**config.mk**
```make
export PLATFORM = sky130hd
export DESIGN_NAME = pll_base_clock_selector
export DESIGN_NICKNAME = d
export VERILOG_FILES = /design/src/hdl/pll_clock_pkg.sv /design/src/hdl/bit_sync.sv /design/src/hdl/pclk_prescaler.sv /design/src/hdl/pll_base_clock_selector.sv
export VERILOG_INCLUDE_DIRS = /design/src /design/src/hdl
export SDC_FILE = /design/constraint.sdc
export NUM_CORES = 1
export LEC_CHECK = 0
export BUFFER_PORTS_ARGS = -buffer_cell sky130_fd_sc_hd__buf_2
export CORE_UTILIZATION = 45
export CTS_CLUSTER_SIZE = 16
export DETAILED_ROUTE_END_ITERATION = 16
export PLACE_DENSITY = 0.65
export SETUP_SLACK_MARGIN = 0.05
export SLEW_MARGIN = 40
export SYNTH_ARGS = -nofsm -noshare
export SYNTH_HDL_FRONTEND = slang
export SYNTH_SLANG_ARGS = --single-unit
```
**constraint.sdc**
```tcl
create_clock -name clk -period 5.1 [get_ports clk]
set_input_delay 0.765 -clock clk [delete_from_list [all_inputs] [get_ports clk]]
set_output_delay 0.765 -clock clk [all_outputs]
set_load 0.05 [all_outputs]
```
**src/hdl/pll_clock_regs.svh**
```systemverilog
// Register offsets, field positions, reset values and timing counts of the clock selector
`ifndef PLL_CLOCK_REGS_SVH
`define PLL_CLOCK_REGS_SVH

// ==========================================================
// Register byte offsets
`define PCR_OFFSET 8'h00
`define MULLO_OFFSET 8'h04
`define MULHI_OFFSET 8'h08
`define LRANGE_OFFSET 8'h0C
`define RDIV_OFFSET 8'h10
`define OPT2_OFFSET 8'h14
`define IRQST_OFFSET 8'h18
`define IRQEN_OFFSET 8'h1C
`define IRQCLR_OFFSET 8'h20
`define STATE_OFFSET 8'h24
`define EFFDIV_OFFSET 8'h28

// ==========================================================
// Register field positions
`define PCR_VPR_MSB 1
`define PCR_VPR_LSB 0
`define PCR_PRE_MSB 3
`define PCR_PRE_LSB 2
`define PCR_SEL_BIT 4
`define PCR_RUN_BIT 5
`define PCR_FLAG_BIT 6
`define OPT2_BYPASS_BIT 0
`define IRQ_LOCK_BIT 0
`define IRQ_SWITCH_BIT 1
`define EFFDIV_N_LSB 16

// ==========================================================
// Reset values
`define MUL_RESET 12'h040
`define LRANGE_RESET 8'h01
`define RDIV_RESET 4'h1
`define ONE_N 12'h001
`define ONE_R 4'h1

// ==========================================================
// Timing and frequency figures
`define SWITCH_EDGES 2'h3
`define FNOM_HZ 32'h0000_9600

`endif

```
**src/hdl/pll_clock_pkg.sv**
```systemverilog
// Types shared by the clock selector modules
package pll_clock_pkg;
	// Switch sequencer states
	typedef enum logic [0:0] {
		SW_RUN = 1'b0,
		SW_HOLD = 1'b1
	} switch_state_t;
	// Base clock source
	typedef enum logic [0:0] {
		SRC_OSC = 1'b0,
		SRC_PCLK = 1'b1
	} clk_src_t;
endpackage : pll_clock_pkg

```
**src/hdl/bit_sync.sv**
```systemverilog
// Two-flop synchroniser for one asynchronous level
`timescale 1ns/1ps
module bit_sync (
	// Clock and reset
	input wire logic clk,
	input wire logic sys_rst,
	// Level in and out
	input wire logic asyncIn,
	output logic syncOut
);
	logic stage1; // First flop, read only by the second
	logic next_stage1;
	logic next_syncOut;

	// Next values
	always_comb begin
		next_stage1 = asyncIn;
		next_syncOut = stage1;
	end

	// Registers
	always_ff @(posedge clk) begin
		if (sys_rst) begin
			stage1 <= 1'b0;
			syncOut <= 1'b0;
		end else begin
			stage1 <= next_stage1;
			syncOut <= next_syncOut;
		end
	end
endmodule : bit_sync

```
**src/hdl/pclk_prescaler.sv**
```systemverilog
// Power-of-two prescaler making the divided VCO clock from the sampled VCO level
`timescale 1ns/1ps
module pclk_prescaler (
	// Clock and reset
	input wire logic clk,
	input wire logic sys_rst,
	// Sampled VCO level and division power
	input wire logic vcoLevel,
	input wire logic [1:0] pre,
	// Divided clock level and its rising-edge pulse
	output logic pclkLevel,
	output logic pclkRise
);
	logic vcoPrev; // VCO level one cycle ago
	logic [2:0] count; // VCO rising edges seen
	logic next_vcoPrev;
	logic [2:0] next_count;
	logic next_pclkLevel;
	logic next_pclkRise;

	// Count VCO edges and pick the tap for 1, 2, 4 or 8
	always_comb begin
		next_vcoPrev = vcoLevel;
		next_count = count;
		if (vcoLevel && !vcoPrev) begin
			next_count = count + 3'h1;
		end
		unique case (pre)
			2'h0: next_pclkLevel = vcoLevel;
			2'h1: next_pclkLevel = count[0];
			2'h2: next_pclkLevel = count[1];
			2'h3: next_pclkLevel = count[2];
		endcase
		next_pclkRise = next_pclkLevel && !pclkLevel;
	end

	// Registers
	always_ff @(posedge clk) begin
		if (sys_rst) begin
			vcoPrev <= 1'b0;
			count <= 3'h0;
			pclkLevel <= 1'b0;
			pclkRise <= 1'b0;
		end else begin
			vcoPrev <= next_vcoPrev;
			count <= next_count;
			pclkLevel <= next_pclkLevel;
			pclkRise <= next_pclkRise;
		end
	end
endmodule : pclk_prescaler

```
**src/hdl/pll_base_clock_selector.sv**
```systemverilog
// PLL programming registers, base clock selector and lock interrupt behind APB
//
// Notes on behaviour
// - Divider fields writable only while PLL off
// - Zero R or N acts as one
// - Zero L disables PLL, forces oscillator
// - Switch waits three edges each, output held
// - Switched clock is halved
// - Bypass skips halving on oscillator path
// - No VCO select while PLL off
// - PLL cannot stop while VCO selected
// - Run and select change in separate writes
// - Base output fifty percent duty
// - Interrupt driven from lock detector and switch completion
// - Reference clock buffers oscillator clock
// - Centre frequency is L times 2^E times step
// - Select bit picks divided VCO or oscillator
// - Lock toggle sets flag, control read clears
// - Prescaler code divides by 1, 2, 4, 8
//
// The APB slave port and the address map were chosen for this implementation.
`timescale 1ns/1ps
`include "pll_clock_regs.svh"
module pll_base_clock_selector (
	// Clock and reset
	input wire logic clk,
	input wire logic sys_rst,
	// APB slave
	input wire logic psel,
	input wire logic penable,
	input wire logic pwrite,
	input wire logic [7:0] paddr,
	input wire logic [31:0] pwdata,
	output logic [31:0] prdata,
	output logic pready,
	output logic pslverr,
	// Clocks and lock level from the analog side
	input wire logic osc_clock,
	input wire logic vco_clock,
	input wire logic lockDetect,
	// Clock outputs
	output logic base_clock_out,
	output logic pll_reference_clock,
	// Effective settings towards the PLL
	output logic pllEnable,
	output logic [1:0] prescaler,
	output logic [1:0] vcoRangePower,
	output logic [11:0] multiplier,
	output logic [7:0] linearRange,
	output logic [3:0] refDivider,
	output logic [31:0] vcoCentreHz,
	// Interrupt
	output logic pll_lock_interrupt
);
	// ==========================================================
	// Declarations
	logic oscSync, vcoSync, lockSync; // Sampled pin levels
	logic pclkLevel, pclkRise; // Divided VCO clock
	logic pllRun, baseSel; // Run and select bits
	logic [1:0] pre, vco_range_power_field; // P and E
	logic [7:0] mulLow; // N low byte
	logic [3:0] mulHigh; // N high nibble
	logic [7:0] lrange; // L
	logic [3:0] rdiv; // R
	logic bypass; // Oscillator halving bypass
	logic [1:0] irqEn, status; // Interrupt enable and sticky status
	logic lockPrev; // Lock level one cycle ago
	logic next_pllRun, next_baseSel, next_bypass, next_lockPrev;
	logic [1:0] next_pre, next_vpr, next_irqEn, next_status, clrBits;
	logic [7:0] next_mulLow, next_lrange;
	logic [3:0] next_mulHigh, next_rdiv;
	logic wrAcc, rdAcc, setupPh; // Bus phases
	logic reqRun, reqSel, runChg, selChg, lockToggle, lZero;
	logic [11:0] effN; // N after zero fix
	logic [3:0] effR; // R after zero fix
	logic [31:0] rdMux;
	logic mapped;
	pll_clock_pkg::switch_state_t swState, next_swState;
	pll_clock_pkg::clk_src_t activeSrc, reqSrc, next_activeSrc;
	logic [1:0] oscCnt, pclkCnt, next_oscCnt, next_pclkCnt;
	logic oscPrev, next_oscPrev, oscRise, switchDone, next_baseOut;

	// ==========================================================
	// Pin synchronisers
	bit_sync u_oscSync (.clk(clk), .sys_rst(sys_rst), .asyncIn(osc_clock), .syncOut(oscSync));
	bit_sync u_vcoSync (.clk(clk), .sys_rst(sys_rst), .asyncIn(vco_clock), .syncOut(vcoSync));
	bit_sync u_lockSync (.clk(clk), .sys_rst(sys_rst), .asyncIn(lockDetect), .syncOut(lockSync));

	// Divided VCO clock
	pclk_prescaler u_prescaler (
		.clk(clk),
		.sys_rst(sys_rst),
		.vcoLevel(vcoSync),
		.pre(pre),
		.pclkLevel(pclkLevel),
		.pclkRise(pclkRise)
	);

	// ==========================================================
	// Bus decode and derived values
	always_comb begin
		setupPh = psel && !penable;
		wrAcc = psel && penable && pready && pwrite;
		rdAcc = psel && penable && pready && !pwrite;
		reqRun = pwdata[`PCR_RUN_BIT];
		reqSel = pwdata[`PCR_SEL_BIT];
		runChg = reqRun != pllRun;
		selChg = reqSel != baseSel;
		lockToggle = lockSync != lockPrev;
		lZero = lrange == 8'h00;
		// Zero N or R behaves as one
		effN = ({mulHigh, mulLow} == 12'h000) ? `ONE_N : {mulHigh, mulLow};
		effR = (rdiv == 4'h0) ? `ONE_R : rdiv;
		reqSrc = (baseSel && pllRun && !lZero) ? pll_clock_pkg::SRC_PCLK
			: pll_clock_pkg::SRC_OSC;
	end

	// Read data and address map
	always_comb begin
		rdMux = 32'h0000_0000;
		mapped = 1'b1;
		case (paddr)
			`PCR_OFFSET: begin
				rdMux[`PCR_FLAG_BIT] = status[`IRQ_LOCK_BIT];
				rdMux[`PCR_RUN_BIT] = pllRun;
				rdMux[`PCR_SEL_BIT] = baseSel;
				rdMux[`PCR_PRE_MSB:`PCR_PRE_LSB] = pre;
				rdMux[`PCR_VPR_MSB:`PCR_VPR_LSB] = vco_range_power_field;
			end
			`MULLO_OFFSET: rdMux[7:0] = mulLow;
			`MULHI_OFFSET: rdMux[3:0] = mulHigh;
			`LRANGE_OFFSET: rdMux[7:0] = lrange;
			`RDIV_OFFSET: rdMux[3:0] = rdiv;
			`OPT2_OFFSET: rdMux[`OPT2_BYPASS_BIT] = bypass;
			`IRQST_OFFSET: rdMux[1:0] = status;
			`IRQEN_OFFSET: rdMux[1:0] = irqEn;
			`IRQCLR_OFFSET: rdMux = 32'h0000_0000;
			`STATE_OFFSET: rdMux[3:0] = {pllEnable, activeSrc, swState, lockSync};
			`EFFDIV_OFFSET: rdMux = {4'h0, effN, 12'h000, effR};
			default: mapped = 1'b0;
		endcase
	end

	// ==========================================================
	// Register file next values
	always_comb begin
		next_pllRun = pllRun;
		next_baseSel = baseSel;
		next_pre = pre;
		next_vpr = vco_range_power_field;
		next_mulLow = mulLow;
		next_mulHigh = mulHigh;
		next_lrange = lrange;
		next_rdiv = rdiv;
		next_bypass = bypass;
		next_irqEn = irqEn;
		next_lockPrev = lockSync;
		clrBits = 2'h0;
		if (wrAcc) begin
			case (paddr)
				`PCR_OFFSET: begin
					if (!pllRun) begin
						next_pre = pwdata[`PCR_PRE_MSB:`PCR_PRE_LSB];
						next_vpr = pwdata[`PCR_VPR_MSB:`PCR_VPR_LSB];
					end
					// Both changing in one write is ignored
					if (!(runChg && selChg)) begin
						if (runChg && !(baseSel && !reqRun)) begin
							next_pllRun = reqRun;
						end
						// Refuse select while PLL off or L zero
						if (selChg && !(reqSel && (!pllRun || lZero))) begin
							next_baseSel = reqSel;
						end
					end
				end
				`MULLO_OFFSET: if (!pllRun) next_mulLow = pwdata[7:0];
				`MULHI_OFFSET: if (!pllRun) next_mulHigh = pwdata[3:0];
				`LRANGE_OFFSET: if (!pllRun) next_lrange = pwdata[7:0];
				`RDIV_OFFSET: if (!pllRun) next_rdiv = pwdata[3:0];
				`OPT2_OFFSET: next_bypass = pwdata[`OPT2_BYPASS_BIT];
				`IRQEN_OFFSET: next_irqEn = pwdata[1:0];
				`IRQCLR_OFFSET: clrBits = pwdata[1:0];
				default: clrBits = 2'h0;
			endcase
		end
		// Control read clears the lock flag
		if (rdAcc && paddr == `PCR_OFFSET) begin
			clrBits[`IRQ_LOCK_BIT] = 1'b1;
		end
		// Set wins over clear
		next_status = (status & ~clrBits) | {switchDone, lockToggle};
	end

	// Register file flops
	always_ff @(posedge clk) begin
		if (sys_rst) begin
			pllRun <= 1'b1;
			baseSel <= 1'b0;
			pre <= 2'h0;
			vco_range_power_field <= 2'h0;
			mulLow <= 8'(`MUL_RESET);
			mulHigh <= 4'(`MUL_RESET >> 8);
			lrange <= `LRANGE_RESET;
			rdiv <= `RDIV_RESET;
			bypass <= 1'b0;
			irqEn <= 2'h0;
			status <= 2'h0;
			lockPrev <= 1'b0;
		end else begin
			pllRun <= next_pllRun;
			baseSel <= next_baseSel;
			pre <= next_pre;
			vco_range_power_field <= next_vpr;
			mulLow <= next_mulLow;
			mulHigh <= next_mulHigh;
			lrange <= next_lrange;
			rdiv <= next_rdiv;
			bypass <= next_bypass;
			irqEn <= next_irqEn;
			status <= next_status;
			lockPrev <= next_lockPrev;
		end
	end

	// ==========================================================
	// Source switch sequencer and output divider
	always_comb begin
		next_swState = swState;
		next_activeSrc = activeSrc;
		next_oscCnt = oscCnt;
		next_pclkCnt = pclkCnt;
		next_oscPrev = oscSync;
		next_baseOut = base_clock_out;
		oscRise = oscSync && !oscPrev;
		switchDone = 1'b0;
		unique case (swState)
			pll_clock_pkg::SW_RUN: begin
				if (reqSrc != activeSrc) begin
					next_swState = pll_clock_pkg::SW_HOLD;
					next_oscCnt = 2'h0;
					next_pclkCnt = 2'h0;
				end else if (activeSrc == pll_clock_pkg::SRC_OSC && bypass) begin
					next_baseOut = oscSync;
				end else if (activeSrc == pll_clock_pkg::SRC_OSC ? oscRise : pclkRise) begin
					// Toggle on each source rise, halving with even duty
					next_baseOut = !base_clock_out;
				end
			end
			pll_clock_pkg::SW_HOLD: begin
				// Count three edges of each clock, output held
				if (oscRise && oscCnt != `SWITCH_EDGES) next_oscCnt = oscCnt + 2'h1;
				if (pclkRise && pclkCnt != `SWITCH_EDGES) next_pclkCnt = pclkCnt + 2'h1;
				if (oscCnt == `SWITCH_EDGES && pclkCnt == `SWITCH_EDGES) begin
					next_activeSrc = reqSrc;
					next_swState = pll_clock_pkg::SW_RUN;
					switchDone = 1'b1;
				end
			end
		endcase
	end

	// Sequencer flops
	always_ff @(posedge clk) begin
		if (sys_rst) begin
			swState <= pll_clock_pkg::SW_RUN;
			activeSrc <= pll_clock_pkg::SRC_OSC;
			oscCnt <= 2'h0;
			pclkCnt <= 2'h0;
			oscPrev <= 1'b0;
			base_clock_out <= 1'b0;
		end else begin
			swState <= next_swState;
			activeSrc <= next_activeSrc;
			oscCnt <= next_oscCnt;
			pclkCnt <= next_pclkCnt;
			oscPrev <= next_oscPrev;
			base_clock_out <= next_baseOut;
		end
	end

	// ==========================================================
	// Bus answer and registered outputs
	always_ff @(posedge clk) begin
		if (sys_rst) begin
			prdata <= 32'h0000_0000;
			pready <= 1'b0;
			pslverr <= 1'b0;
			pll_reference_clock <= 1'b0;
			pllEnable <= 1'b0;
			prescaler <= 2'h0;
			vcoRangePower <= 2'h0;
			multiplier <= `ONE_N;
			linearRange <= 8'h00;
			refDivider <= `ONE_R;
			vcoCentreHz <= 32'h0000_0000;
			pll_lock_interrupt <= 1'b0;
		end else begin
			prdata <= setupPh ? rdMux : 32'h0000_0000;
			pready <= setupPh;
			pslverr <= setupPh && !mapped;
			pll_reference_clock <= oscSync;
			// Zero L keeps the PLL off
			pllEnable <= pllRun && !lZero;
			prescaler <= pre;
			vcoRangePower <= vco_range_power_field;
			multiplier <= effN;
			linearRange <= lrange;
			refDivider <= effR;
			// Centre of range from L, E and the step
			vcoCentreHz <= 32'(({24'h00_0000, lrange} << vco_range_power_field) * `FNOM_HZ);
			pll_lock_interrupt <= |(next_status & irqEn);
		end
	end
endmodule : pll_base_clock_selector

```
==> impl_metrics.toml <==
[clocking]
clock-sinks = 126
cts_inserted_buffers = 17
clk_latency_ns = 0.41
path_clk_slew_ns = 0.06
root_buffer = "clkbuf_16"
ctsHoldBuffers = 0
clockBufferDepth = 2
cts_tree = "done"
h-tree-depth = 4

[critical_path]
r2r_end = "vcoCentreHz[26]$_SDFF_PP0_"
critPathMaxFanout = 8
required_ns = 5.40
arrival_ns = 5.15
crit_path_end = "vcoCentreHz[26]$_SDFF_PP0_"
crit_path_start = "vco_range_power_field[1]$_SDFFE_PP0P_"
critPathLaunchType = "flop"
reg2reg_from = "vco_range_power_field[1]$_SDFFE_PP0P_"
reg2reg_slack_ns = 0.24
crit_path_end_kind = "flop"
path_class = "reg -> reg"
r2r_cells = 16

[power]
clockPowerShare_pct = 50.0
peakVddDrop_mv = 0.2034
power_switching_uw = 548.4
p_sw_share_pct = 24.21
power_density_nw_per_um2 = 299.6
p_leak_nw = 3.455
comb_power_share_pct = 5.9
intPower_mw = 1.717
p_seq_share_pct = 44.1

[sta]
drv_slew = 0
fmax_mhz = 205.9
skew_ns = 0.006533
tns_ns = 0
fin_crit_sh_pct = 95.21
hold_slack_ns = 0.3873
worstMarginPinSlew_ns = 0.7564
slew_headroom_pct = 49.57
rsz0062_at_grt = "no"
min_period_ns = 4.856
setup_viol = 0
hold_viol = 0

[synth]
synth_edf_count = 0
synth-seq-area-share_pct = 39.17
synthArstFlopShare_pct = 0
synth_flop_cell = "dfxtp_1"
synth_cells = 684
avgSynthCellArea_um2 = 9.415
yosys_register_bits = 126
netlist_area_um2 = 6440
synth_cell_types = 56
yosysWarnings = 0

[routing]
routedWlPerCell_um = 15.21
final_antenna_net_count = 0
post-route-drc-count = 0
first_pass_iters = 5
first_iter_violations = 453
drt_wl_total_um = 14720
vias = 5138
vias_per_cell = 5.308

[final_layout]
syn_to_final_growth_pct = 17.39
drive_gt1_share_pct = 19.92
fin_util_pct = 54.25
fin_nets = 887
antenna_cells = 0

[die]
rows = 43
start_util_pct = 46.22
die_w_um = 121.6
ios = 146
core-area_um2 = 13930
dieArea_um2 = 14790
die_h_um = 121.6

[status]
status = "completed"

[placement]
place_hpwl_um = 10820
gp_congestion = 0.8900
portBuffers = 95

[grt]
grt_pass1_vias = 4922
grt_usage_pct = 20.92
grt-ovfl-total = 0
antenna_found_initial = 0
grt_first_pass_wirelength_um = 23930
grt_max_degree = 107

[hold_path]
hold_class = "reg -> reg"

[job]
maxCapViolations = 0
[flip-flops by register name, indices dropped and copies added (netlist names), 3 cells and up]
name               flops
prdata                20
multiplier            12
linearRange            8
vcoCentreHz           18
u_prescaler.count      3
refDivider             4
lrange                 8
mulLow                 8
rdiv                   4
mulHigh                4
[layer usage]
layer  GRT usage [%]  vias up  routed length [µm]  part of all wire (%)
li1                -     2500                   -                     -
met1           25.04     2415                6296                    43
met2           35.12      184                7123                    48
met3           5.243       39                 873                   5.9
met4           9.722        0                 425                   2.9
met5               0        -                   0                     0
[cell usage in the layout (no fill, tap or decap), types with 5 or more instances in the layout]
cell and count:
nand2b_1 5, mux2_2 8, nor3_1 19, a22oi_1 5, nand3_1 11, a21oi_1 16
nor2_1 75, a31oi_1 8, xor2_1 5, conb_1 26, nand2_1 24, a211oi_1 9
o21ai_0 21, clkbuf_16 17, buf_4 9, ha_1 49, mux2i_1 39, a21o_1 6
buf_2 94, nor2b_1 54, inv_1 46, nor4_1 7, fa_1 13, mux4_2 5
and2_1 12, dfxtp_1 125
[how the worst min path moves through the flow]
| stage | from | to | slack [ns] | cells past startpoint |
|---|---|---|---|---|
| floorplan | u_prescaler.pclkLevel$_SDFF_PP0_ | u_prescaler.pclkRise$_SDFF_PP0_ | 0.37 | 1 |
| finish | u_prescaler.pclkLevel$_SDFF_PP0_ | u_prescaler.pclkRise$_SDFF_PP0_ | 0.39 | 1 |
| global placement | u_prescaler.pclkLevel$_SDFF_PP0_ | u_prescaler.pclkRise$_SDFF_PP0_ | 0.38 | 1 |
| detailed placement | u_prescaler.pclkLevel$_SDFF_PP0_ | u_prescaler.pclkRise$_SDFF_PP0_ | 0.38 | 1 |
| global route | u_prescaler.pclkLevel$_SDFF_PP0_ | u_prescaler.pclkRise$_SDFF_PP0_ | 0.41 | 1 |
| CTS | u_prescaler.pclkLevel$_SDFF_PP0_ | u_prescaler.pclkRise$_SDFF_PP0_ | 0.39 | 1 |
[power groups by stage]
stage                     clock network [mW]  registers, mW  logic, mW
after floorplan                            0           1.03      0.102
after global placement                     0           1.02      0.131
after detailed placement                   0           1.02      0.133
after CTS                               1.16          0.998      0.133
after global routing                    1.20          0.999      0.142
final                                   1.13          0.998      0.134
[cells in the mapped netlist (all sizes together) (6+ instances only)]
library cell,n,area (µm²)
inv,46,172.7
nor4,8,65.06
o21ai,22,110.1
nor2,76,287.8
nor3,19,95.09
a31oi,8,50.05
dfxtp,126,2522
nand3,11,55.05
nor2b,54,337.8
fa,13,260.3
buf,32,227.7
a211oi,9,67.56
a21oi,16,80.08
a21o,6,45.04
nand2,24,90.09
ha,49,613.1
and2,12,75.07
mux2i,39,390.4
clkbuf,23,86.33
mux2,8,90.09
[final cells by class]
cell class	instances	area [µm²]
Fill cell	1274	6375
Multi-Input combinational cell	482	3526
Sequential cell	126	2524
Timing Repair Buffer	104	549.3
Clock buffer	19	452.9
Tap cell	180	225.2
Inverter	46	172.7
Clock inverter	11	110.1
[critical path, cell delays in order, from the launching register on]
cell and delay (ns):
dfxtp_2 0.41, mux2_2 0.37, or2_2 0.27, o21ai_1 0.16
inv_1 0.14, ha_1 0.31, ha_1 0.27, inv_1 0.05
fa_1 0.51, fa_1 0.55, inv_1 0.04, ha_1 0.38
a2111oi_1 0.48, o21a_1 0.22, nor3_1 0.07, o31a_1 0.27
o31a_1 0.24
[kinds of logic (layout without fill, tap and decap cells)]
family / Yosys count / in the layout / synth area share [%]
and+or+nand+nor: 232 / 232 / 18.71
DFF: 126 / 126 / 39.17
xor gates and xnor gates: 9 / 9 / 1.224
adders and majority gates: 62 / 62 / 13.56
buffers and inverters: 101 / 180 / 7.558
muxes: 52 / 52 / 9.209
AOI/OAI and AO/OA: 101 / 101 / 10.51
other: 1 / 26 / 0.05823
[metrics by stage]
step                      instances  setup WS (ns)  power [mW]  cell area, µm²
after floorplan                 709         0.3866       1.136            6534
after global placement          937         0.2806       1.150            6983
after detailed placement        937         0.2167       1.152            6987
after CTS                       967         0.1751       2.288            7550
after global routing            968        0.01198       2.343            7560
final                           968         0.2444       2.265            7560
[repair_timing]
item	CTS	global route
setup endpoints to repair	0	3
resized for setup	0	3
buffers inserted	0	1
Note: power is estimated with default switching activity, not from simulation.
